## src/sbcs_regs.vh

```
// Purpose: Constants for the spectral bank conversion sequencer
// Assumes: core_clk at 100 MHz, one clock domain
// Notes:   Bank mode codes, timing counts and channel indices
//
// What this block does
// - Each channel integrates photodiode current into a 16-bit conversion count.
// - At cycle end each channel result moves into its result register.
// - Results are double-buffered so a read never mixes two conversions.
// - First photodiode group gives X, Y, Z and near-infrared from one integration.
// - Second photodiode group gives X, Y, dark and clear results.
// - Both groups needed means a second full period; six channels after two.
// - Single-group integration period is never shorter than 2.8 ms.
// - Mode 0 converts continuously, presenting X, Y, Z, near-infrared.
// - Mode 1 converts continuously, presenting X, Y, dark, clear.
// - Mode 2 converts continuously, all six channels after two periods.
// - Modes 2 and 3 also provide calibrated corrected results; here only calibrated_valid is raised, result words stay raw counts.
// - Continuous modes give fresh results each period (each two periods in mode 2) with no host action.
// - Mode 3 starts a one-shot giving all six results together.
// - Data-ready flag goes to 1 when the selected results are available.
// - Writing mode 3 starts exactly one cycle; another one-shot needs rewrite.
// - With interrupt enabled and results ready, interrupt output goes low.
// - Reading the control register releases the interrupt output high.
// - Reading any of the six result registers clears data-ready.
`ifndef SBCS_REGS_VH
`define SBCS_REGS_VH

`define SBCS_MODE_W        2
`define SBCS_MODE_XYZN     2'h0
`define SBCS_MODE_XYDC     2'h1
`define SBCS_MODE_ALL      2'h2
`define SBCS_MODE_ONESHOT  2'h3

`define SBCS_CLK_MHZ       100
`define SBCS_PERIOD_MIN_US  2800
`define SBCS_PERIOD_MIN_CYC (`SBCS_PERIOD_MIN_US * `SBCS_CLK_MHZ)
`define SBCS_PERIOD_RST_CYC 32'h0004_45C0

`define SBCS_CH_X          3'h0
`define SBCS_CH_Y          3'h1
`define SBCS_CH_Z          3'h2
`define SBCS_CH_NEAR_IR    3'h3
`define SBCS_CH_D          3'h4
`define SBCS_CH_C          3'h5
`define SBCS_CH_NUM        6

`define SBCS_RES_W         16
`define SBCS_RES_RST       16'h0000

`endif

```

## src/sbcs_skid.v

```verilog
// Purpose: Two-entry buffer carrying a completed result group
// Assumes: Single clock, synchronous active-low reset
// Notes:   Ready follows occupancy alone, so the source never sees a loop
`timescale 1ns/1ps
module sbcs_skid #(
  parameter W = 16
) (
  input  wire         core_clk,
  input  wire         rst_b,
  input  wire         in_valid,
  output wire         in_ready,
  input  wire [W-1:0] in_data,
  output wire         out_valid,
  input  wire         out_ready,
  output wire [W-1:0] out_data
);

  reg [W-1:0] ent0_q;
  reg [W-1:0] ent1_q;
  reg [1:0]   cnt_q;

  wire push;
  wire pop;

  assign in_ready  = (cnt_q != 2'h2);
  assign out_valid = (cnt_q != 2'h0);
  assign out_data  = ent0_q;
  assign push      = in_valid & in_ready;
  assign pop       = out_valid & out_ready;

  //////////////////////////////////////////////////////////////////////////////
  always @(posedge core_clk) begin
    if (!rst_b) begin
      cnt_q  <= 2'h0;
      ent0_q <= {W{1'b0}};
      ent1_q <= {W{1'b0}};
    end else begin
      if (pop) begin
        ent0_q <= (cnt_q == 2'h2) ? ent1_q : in_data;
      end else if (push && cnt_q == 2'h0) begin
        ent0_q <= in_data;
      end
      if (push && ((cnt_q == 2'h2) || (cnt_q == 2'h1 && !pop))) begin
        ent1_q <= in_data;
      end
      if (push && !pop) begin
        cnt_q <= cnt_q + 2'h1;
      end else if (pop && !push) begin
        cnt_q <= cnt_q - 2'h1;
      end
    end
  end

endmodule // sbcs_skid

```

## src/sbcs_seq.v

```verilog
// Purpose: Photodiode group conversion sequencer with result registers
// Assumes: core_clk at 100 MHz; converters give a current step per cycle
// Notes:   Result words pass through a two-entry buffer before the registers
`timescale 1ns/1ps
`include "sbcs_regs.vh"
module sbcs_seq #(
  parameter RW         = 16,
  parameter PERIOD_MIN = `SBCS_PERIOD_MIN_CYC
) (
  input  wire             core_clk,
  input  wire             rst_b,
  input  wire [1:0]       bank_mode_wr,
  input  wire             bank_mode_we,
  input  wire             int_enable,
  input  wire [31:0]      integration_period,
  input  wire             ctrl_rd,
  input  wire [2:0]       result_sel,
  input  wire             result_rd,
  input  wire [RW-1:0]    pd_current_x,
  input  wire [RW-1:0]    pd_current_y,
  input  wire [RW-1:0]    pd_current_z,
  input  wire [RW-1:0]    pd_current_near_ir,
  input  wire [RW-1:0]    pd_current_d,
  input  wire [RW-1:0]    pd_current_c,
  output reg  [RW-1:0]    result_data,
  output reg  [1:0]       bank_mode,
  output reg              data_ready,
  output reg              int_b,
  output reg              calibrated_valid,
  output reg              conv_busy,
  output reg              active_group
);

  //////////////////////////////////////////////////////////////////////////////
  // Sequencer states
  localparam ST_IDLE = 3'b001;
  localparam ST_INT  = 3'b010;
  localparam ST_MOVE = 3'b100;

  reg [2:0]    state_q;
  reg [31:0]   tick_q;
  reg [31:0]   period_q;
  reg          grp_q;
  reg          half_q;
  reg [1:0]    run_mode_q;
  reg          mode_pend_q;
  reg [1:0]    pend_mode_q;
  reg          oneshot_arm_q;
  reg [2:0]    mv_idx_q;
  reg          move_done_q;
  reg [RW-1:0] acc_q [0:`SBCS_CH_NUM-1];
  reg [RW-1:0] res_q [0:`SBCS_CH_NUM-1];
  reg [RW-1:0] shd_q [0:`SBCS_CH_NUM-1];
  reg [5:0]    shd_vld_q;

  integer i;
  integer j;

  // Saturating add keeps a bright channel pinned at full scale, not wrapped
  function [RW-1:0] sat_add;
    input [RW-1:0] a;
    input [RW-1:0] b;
    reg   [RW:0]   s;
    begin
      s = {1'b0, a} + {1'b0, b};
      sat_add = s[RW] ? {RW{1'b1}} : s[RW-1:0];
    end
  endfunction

  function [RW-1:0] pick_cur;
    input [2:0] idx;
    begin
      case (idx)
        `SBCS_CH_X:   pick_cur = pd_current_x;
        `SBCS_CH_Y:   pick_cur = pd_current_y;
        `SBCS_CH_Z:   pick_cur = pd_current_z;
        `SBCS_CH_NEAR_IR: pick_cur = pd_current_near_ir;
        `SBCS_CH_D:   pick_cur = pd_current_d;
        default:      pick_cur = pd_current_c;
      endcase
    end
  endfunction

  // Group membership: X and Y sit in both groups
  function in_group;
    input       g;
    input [2:0] idx;
    begin
      case (idx)
        `SBCS_CH_X, `SBCS_CH_Y:  in_group = 1'b1;
        `SBCS_CH_Z, `SBCS_CH_NEAR_IR: in_group = ~g;
        default:                      in_group = g;
      endcase
    end
  endfunction

  //////////////////////////////////////////////////////////////////////////////
  // Result word stream into buffer
  wire          buf_in_ready;
  wire          buf_out_valid;
  wire [RW+2:0] buf_out_data;
  wire          mv_valid;
  wire [RW+2:0] mv_data;

  assign mv_valid = (state_q == ST_MOVE) && !move_done_q && in_group(grp_q, mv_idx_q);
  assign mv_data  = {mv_idx_q, acc_q[mv_idx_q]};

  sbcs_skid #(
    .W (RW + 3)
  ) u_buf (
    .core_clk  (core_clk),
    .rst_b     (rst_b),
    .in_valid  (mv_valid),
    .in_ready  (buf_in_ready),
    .in_data   (mv_data),
    .out_valid (buf_out_valid),
    .out_ready (1'b1),
    .out_data  (buf_out_data)
  );

  // Effective period never below the single-group floor
  wire [31:0] period_eff = (integration_period < PERIOD_MIN) ? PERIOD_MIN :
                           integration_period;

  wire [1:0]  mode_next = mode_pend_q ? pend_mode_q : run_mode_q;
  wire        last_mv   = (mv_idx_q == 3'h5);
  wire        last_half = (run_mode_q == `SBCS_MODE_XYZN) || (run_mode_q == `SBCS_MODE_XYDC) ||
                          half_q;

  //////////////////////////////////////////////////////////////////////////////
  always @(posedge core_clk) begin
    if (!rst_b) begin
      state_q       <= ST_IDLE;
      tick_q        <= 32'h0000_0000;
      period_q      <= `SBCS_PERIOD_RST_CYC;
      grp_q         <= 1'b0;
      half_q        <= 1'b0;
      run_mode_q    <= `SBCS_MODE_XYZN;
      mode_pend_q   <= 1'b0;
      pend_mode_q   <= `SBCS_MODE_XYZN;
      oneshot_arm_q <= 1'b0;
      mv_idx_q      <= 3'h0;
      move_done_q   <= 1'b0;
      for (i = 0; i < `SBCS_CH_NUM; i = i + 1) begin
        acc_q[i] <= `SBCS_RES_RST;
      end
    end else begin
      if (bank_mode_we) begin
        mode_pend_q <= 1'b1;
        pend_mode_q <= bank_mode_wr;
        if (bank_mode_wr == `SBCS_MODE_ONESHOT) begin
          oneshot_arm_q <= 1'b1;
        end
      end
      case (state_q)
        ST_IDLE: begin
          if (mode_pend_q || bank_mode_we || run_mode_q != `SBCS_MODE_ONESHOT) begin
            if (!bank_mode_we) begin
              if (mode_next != `SBCS_MODE_ONESHOT || oneshot_arm_q) begin
                run_mode_q    <= mode_next;
                mode_pend_q   <= 1'b0;
                oneshot_arm_q <= 1'b0;
                period_q      <= period_eff;
                tick_q        <= 32'h0000_0000;
                half_q        <= 1'b0;
                grp_q         <= (mode_next == `SBCS_MODE_XYDC);
                state_q       <= ST_INT;
                for (i = 0; i < `SBCS_CH_NUM; i = i + 1) begin
                  acc_q[i] <= `SBCS_RES_RST;
                end
              end
            end
          end
        end
        ST_INT: begin
          for (i = 0; i < `SBCS_CH_NUM; i = i + 1) begin
            if (in_group(grp_q, i[2:0])) begin
              acc_q[i] <= sat_add(acc_q[i], pick_cur(i[2:0]));
            end
          end
          if (tick_q == period_q - 32'h0000_0001) begin
            tick_q      <= 32'h0000_0000;
            mv_idx_q    <= 3'h0;
            move_done_q <= 1'b0;
            state_q     <= ST_MOVE;
          end else begin
            tick_q <= tick_q + 32'h0000_0001;
          end
        end
        ST_MOVE: begin
          if (!move_done_q && (!mv_valid || buf_in_ready)) begin
            if (last_mv) begin
              move_done_q <= 1'b1;
            end
            mv_idx_q <= mv_idx_q + 3'h1;
          end
          if (move_done_q && !buf_out_valid) begin
            for (i = 0; i < `SBCS_CH_NUM; i = i + 1) begin
              if (in_group(grp_q, i[2:0])) begin
                acc_q[i] <= `SBCS_RES_RST;
              end
            end
            if (!last_half) begin
              half_q  <= 1'b1;
              grp_q   <= 1'b1;
              state_q <= ST_INT;
            end else if (run_mode_q == `SBCS_MODE_ONESHOT) begin
              state_q <= ST_IDLE;
            end else if (mode_pend_q && !bank_mode_we) begin
              state_q <= ST_IDLE;
            end else begin
              half_q  <= 1'b0;
              grp_q   <= (run_mode_q == `SBCS_MODE_XYDC);
              period_q <= period_eff;
              state_q <= ST_INT;
            end
          end
        end
        default: begin
          state_q <= ST_IDLE;
        end
      endcase
      // A one-shot write restarts at once; the half-finished set is dropped
      if (bank_mode_we && bank_mode_wr == `SBCS_MODE_ONESHOT && state_q != ST_IDLE) begin
        state_q <= ST_IDLE;
      end
    end
  end

  //////////////////////////////////////////////////////////////////////////////
  // Shadow then commit: registers see a whole set at once
  wire set_done = (state_q == ST_MOVE) && move_done_q && !buf_out_valid && last_half;

  always @(posedge core_clk) begin
    if (!rst_b) begin
      shd_vld_q <= 6'h00;
      for (j = 0; j < `SBCS_CH_NUM; j = j + 1) begin
        shd_q[j] <= `SBCS_RES_RST;
        res_q[j] <= `SBCS_RES_RST;
      end
    end else begin
      if (buf_out_valid) begin
        shd_q[buf_out_data[RW+2:RW]]     <= buf_out_data[RW-1:0];
        shd_vld_q[buf_out_data[RW+2:RW]] <= 1'b1;
      end
      if (set_done) begin
        for (j = 0; j < `SBCS_CH_NUM; j = j + 1) begin
          if (shd_vld_q[j]) begin
            res_q[j] <= shd_q[j];
          end
        end
        shd_vld_q <= 6'h00;
      end
    end
  end

  //////////////////////////////////////////////////////////////////////////////
  // Host-facing flags and read data
  always @(posedge core_clk) begin
    if (!rst_b) begin
      data_ready       <= 1'b0;
      int_b            <= 1'b1;
      result_data      <= `SBCS_RES_RST;
      calibrated_valid <= 1'b0;
      bank_mode        <= `SBCS_MODE_XYZN;
      conv_busy        <= 1'b0;
      active_group     <= 1'b0;
    end else begin
      bank_mode    <= mode_pend_q ? pend_mode_q : run_mode_q;
      conv_busy    <= (state_q != ST_IDLE);
      active_group <= grp_q;
      if (result_rd) begin
        result_data <= res_q[(result_sel > 3'h5) ? 3'h5 : result_sel];
      end
      // Completion wins over a same-cycle read clear
      if (set_done) begin
        data_ready <= 1'b1;
      end else if (result_rd && result_sel <= 3'h5) begin
        data_ready <= 1'b0;
      end
      if (set_done && int_enable) begin
        int_b <= 1'b0;
      end else if (ctrl_rd) begin
        int_b <= 1'b1;
      end
      if (set_done) begin
        calibrated_valid <= (run_mode_q == `SBCS_MODE_ALL) ||
                            (run_mode_q == `SBCS_MODE_ONESHOT);
      end
    end
  end

endmodule // sbcs_seq

```

## config.mk

```make
export PLATFORM = sky130hd
export DESIGN_NAME = sbcs_seq
export DESIGN_NICKNAME = d
export VERILOG_FILES = /design/src/sbcs_skid.v /design/src/sbcs_seq.v
export VERILOG_INCLUDE_DIRS = /design/src
export SDC_FILE = /design/constraint.sdc
export NUM_CORES = 1
export LEC_CHECK = 0
export BUFFER_PORTS_ARGS = -buffer_cell sky130_fd_sc_hd__buf_4
export CAP_MARGIN = 40
export CORE_ASPECT_RATIO = 1.4
export CORE_UTILIZATION = 49
export DETAILED_ROUTE_END_ITERATION = 10
export PLACE_DENSITY = 0.67
export SLEW_MARGIN = 20
export SYNTH_ARGS = -nofsm -noshare
export SYNTH_HDL_FRONTEND = slang
export SYNTH_HIERARCHICAL = 1
export SYNTH_SLANG_ARGS = --single-unit
```

## constraint.sdc

```tcl
create_clock -name core_clk -period 7.2 [get_ports core_clk]
set_input_delay 1.08 -clock core_clk [delete_from_list [all_inputs] [get_ports core_clk]]
set_output_delay 1.08 -clock core_clk [all_outputs]
set_load 0.005 [all_outputs]
```

==> summary.txt <==
Clock tree
  • Clk_lat worst skew: 0.57 ns
  • CTS tree: done
  • Cts bufs inserted: 43
  • CTS H-tree lvls: 2
  • Post-CTS Setup Bufs: 0
  • CTS sink count: 439
  • CTS Hold Bufs: 0
  • Root Buffer: clkbuf_16
  • CTS resizes: 0
  • Worst-path clk slew: 0.06 ns
  • Clock tree buffer depth: 3

Timing
  • Worst-margin pin slew: 0.843 ns
  • RSZ-0062 raised after global routing: no
  • Clk_skew: 0.0224 ns
  • Tcrit/Tclk final: 0.587
  • Setup TNS: 0 ns
  • Slew margin rel.: 0.436
  • Min cycle time layout: 4.22 ns
  • Final slew viol count: 0
  • Final setup viols: 0
  • Hold Violations, Final: 0
  • Fmax: 237 MHz

Placed design
  • Port Buf Inserts: 161
  • DP Wirelength: 43.0 mm
  • Placed insts: 2973
  • GPL Wtd Cong: 0.911

Route
  • Vias per Instance: 5.69
  • ANT nets after route: 0
  • Drt wl/cell: 19.2 um
  • DRC Markers: 0
  • Vias: 17.4k
  • Routed WL: 58.6 mm
  • TritonRoute pass-1 iters: 6
  • Iteration-0 DRC Markers: 989

Setup path
  • Crit-path cells: or3_1 -> or4_1 -> or3_1 -> mux2i_1 -> or4_1 -> or4_4 -> o31ai_4 -> buf_8 -> nor3_1
  • Crit Path Max Fanout: 16
  • Critical path endpoint category: flip-flop
  • Crit path arrival time: 4.64 ns
  • CP max stage delay: 0.71 ns
  • CP max stage cell: or4_1
  • Top delay family on crit path: simple AND/OR/NAND/NOR gates
  • Startpoint types: flip-flop
  • CP Class: flip-flop to flip-flop
  • Number of buffers and inverters on the critical path: 1
  • WP data required: 7.62 ns

Yosys
  • Synth Area in Simple Gates: 0.164
  • Synth Cell Area: 23400 um^2
  • Count leader, synth: edfxtp_1
  • Compound-Gate Fraction of Synth Area: 0.136
  • Largest family of logic cells by synthesized area: simple AND/OR/NAND/NOR gates
  • Post-synthesis mux area share: 0.0531
  • Synth top area cells: edfxtp_1 37%, dfxtp_1 13%, ha_1 5.7%
  • Synth Area per Inst: 10.4 um^2
  • Post-synth top area share: 0.369
  • Main synth FF type: edfxtp_1
  • Cell accounting for the most synthesized area: edfxtp_1
  • Cell variety after synth: 70
  • XOR/XNOR Fraction of Synth Area: 0.0534
  • Adder-cell share of the synthesized area: 0.0622
  • Commonest cells post-synth: 288 x edfxtp_1, 188 x nand2_1, 187 x nor2_1
  • Synth Warn #: 6
  • Cells after Synth: 2265
  • Asr flop ratio synth: 0
  • Sequential-to-total area share from yosys stat: 0.498
  • Number of enable flip-flop cells after synthesis: 288
  • Seq cells post-synth: 439

Global route
  • Largest net degree at the start of global routing: 77
  • Grt met3 use: 0.0268
  • Met2 Usage GRT: 0.443
  • Vias in the first global route: 17.0k
  • Gr busiest metal: met2
  • Grt ovf: 0
  • All-layer global routing usage: 0.237
  • Global Route met1 Usage: 0.282
  • First-pass GRT wire length: 91.3 mm
  • Initial antenna violation count: 0

Floorplanning
  • I/O pins: 162
  • Num rows: 94
  • Die Y: 261 um
  • Die X: 187 um
  • Core area: 47200 um^2
  • Initial core utilization: 0.497
  • Die area: 48700 um^2

Cells and area
  • Layout area overhead: 14.2%
  • Layout cells sized above 1: 0.125
  • Diode count: 0
  • Non-filler instance count after layout: 3054
  • Final net count: 2646

Outcome
  • Outcome: completed

Power
  • Reg power frac: 0.457
  • Static leakage: 10.4 nW
  • Sw frac: 0.275
  • Int Pwr: 0.00478 W
  • Switch Pwr: 0.00181 W
  • Worst IR drop on VDD: 0.174 mV
  • Clock share of power: 0.364
  • Logic pwr share: 0.179
  • PwrDens: 246 nW/um^2

Worst hold path
  • Worst hold path type: flip-flop to flip-flop

Job
  • Max-cap viol count: 0
-- registers in the layout, summed over array words and instances (netlist names), 2 cells and up, named ones only --
register / flops
shd_q: 96
pend_mode_q: 2
result_data: 16
period_q: 32
bank_mode: 2
run_mode_q: 2
res_q: 96
mv_idx_q: 3
shd_vld_q: 6
u_buf/cnt_q: 2
u_buf/ent1_q: 19
u_buf/out_data: 19
tick_q: 32
acc_q: 96
state_q: 3
-- area by class of cell --
class / count / area [um^2]
clock buffers: 57 / 1170
clock inverters: 23 / 329
fillers: 4021 / 20400
inverters: 83 / 312
multi-input cells: 1637 / 11000
flip-flops and latches: 439 / 11700
well taps: 624 / 781
repair buffers: 191 / 1500
-- power groups by stage --
stage	Clock, W	Combinational (W)	Sequential [W]
after floorplan	0	0.000851	0.00302
after global placement	0	0.00113	0.00306
after detailed placement	0	0.00118	0.00307
after CTS	0.00243	0.00118	0.00301
after global routing	0.00252	0.00130	0.00303
final	0.00240	0.00118	0.00301
-- worst paths after layout --
path	end	start	slack, ns	depth (start not counted)
min	u_buf/ent1_q[0]	u_buf/ent1_q[0]	0.45	2
min reg2reg	u_buf/ent1_q[0]	u_buf/ent1_q[0]	0.45	2
max	tick_q[13]	period_q[9]	2.98	9
max reg2reg	tick_q[13]	period_q[9]	2.98	9
-- cells by family after synthesis --
kind of cell | after synthesis
multiplexers | 102
adder cells (fa/ha/maj) | 113
AO/OA/AOI/OAI | 494
AND/OR/NAND/NOR | 783
other | 1
XOR/XNOR | 143
buffers and inverters | 190
flip-flops | 439
-- metal layers --
metal | wire [um] | up-vias
li1 | - | 8506
met2 | 30800 | 432
met1 | 23900 | 8337
met4 | 1590 | 0
met3 | 2330 | 94
met5 | 0 | -
-- worst register-to-register path, stage by stage, from the launching register on --
cell	delay (ns)
dfxtp_1	0.36
or3_1	0.47
or4_1	0.71
or3_1	0.39
mux2i_1	0.12
or4_1	0.50
or4_4	0.60
o31ai_4	0.63
buf_8	0.25
nor3_1	0.07
-- metrics by stage --
stage	total power, W	util	hold slack [ns]	worst slack, ns	cell area (um^2)
final	0.00659	0.568	0.454	2.98	26800
after CTS	0.00662	0.568	0.459	2.99	26800
after floorplan	0.00387	-	0.431	3.03	23500
after global placement	0.00419	0.532	0.438	2.75	25100
after global routing	0.00685	0.568	0.476	2.80	26800
after detailed placement	0.00424	0.536	0.446	2.83	25300
-- placed cells by master (no fill, tap or decap), drive strengths merged, types with 9 or more instances in the layout --
| cell | count |
|---|---|
| edfxtp | 288 |
| buf | 191 |
| nand2 | 188 |
| nor2 | 187 |
| a21oi | 179 |
| dfxtp | 151 |
| ha | 106 |
| and2 | 104 |
| nor3 | 95 |
| inv | 86 |
| o21ai | 77 |
| xor2 | 73 |
| xnor2 | 70 |
| mux2i | 67 |
| clkbuf | 57 |
| nand3 | 53 |
| nand2b | 35 |
| o221ai | 34 |
| nor2b | 30 |
| o21a | 27 |
| a21o | 25 |
| a22o | 22 |
| and3 | 20 |
| o21bai | 20 |
| o211ai | 19 |
| a21boi | 19 |
| mux2 | 19 |
| mux4 | 16 |
| nand4 | 14 |
| nor4 | 13 |
| a31oi | 11 |
| or4 | 11 |
| or3 | 10 |
| clkinv | 10 |
| a211oi | 9 |
Note: power is estimated with default switching activity, not from simulation.
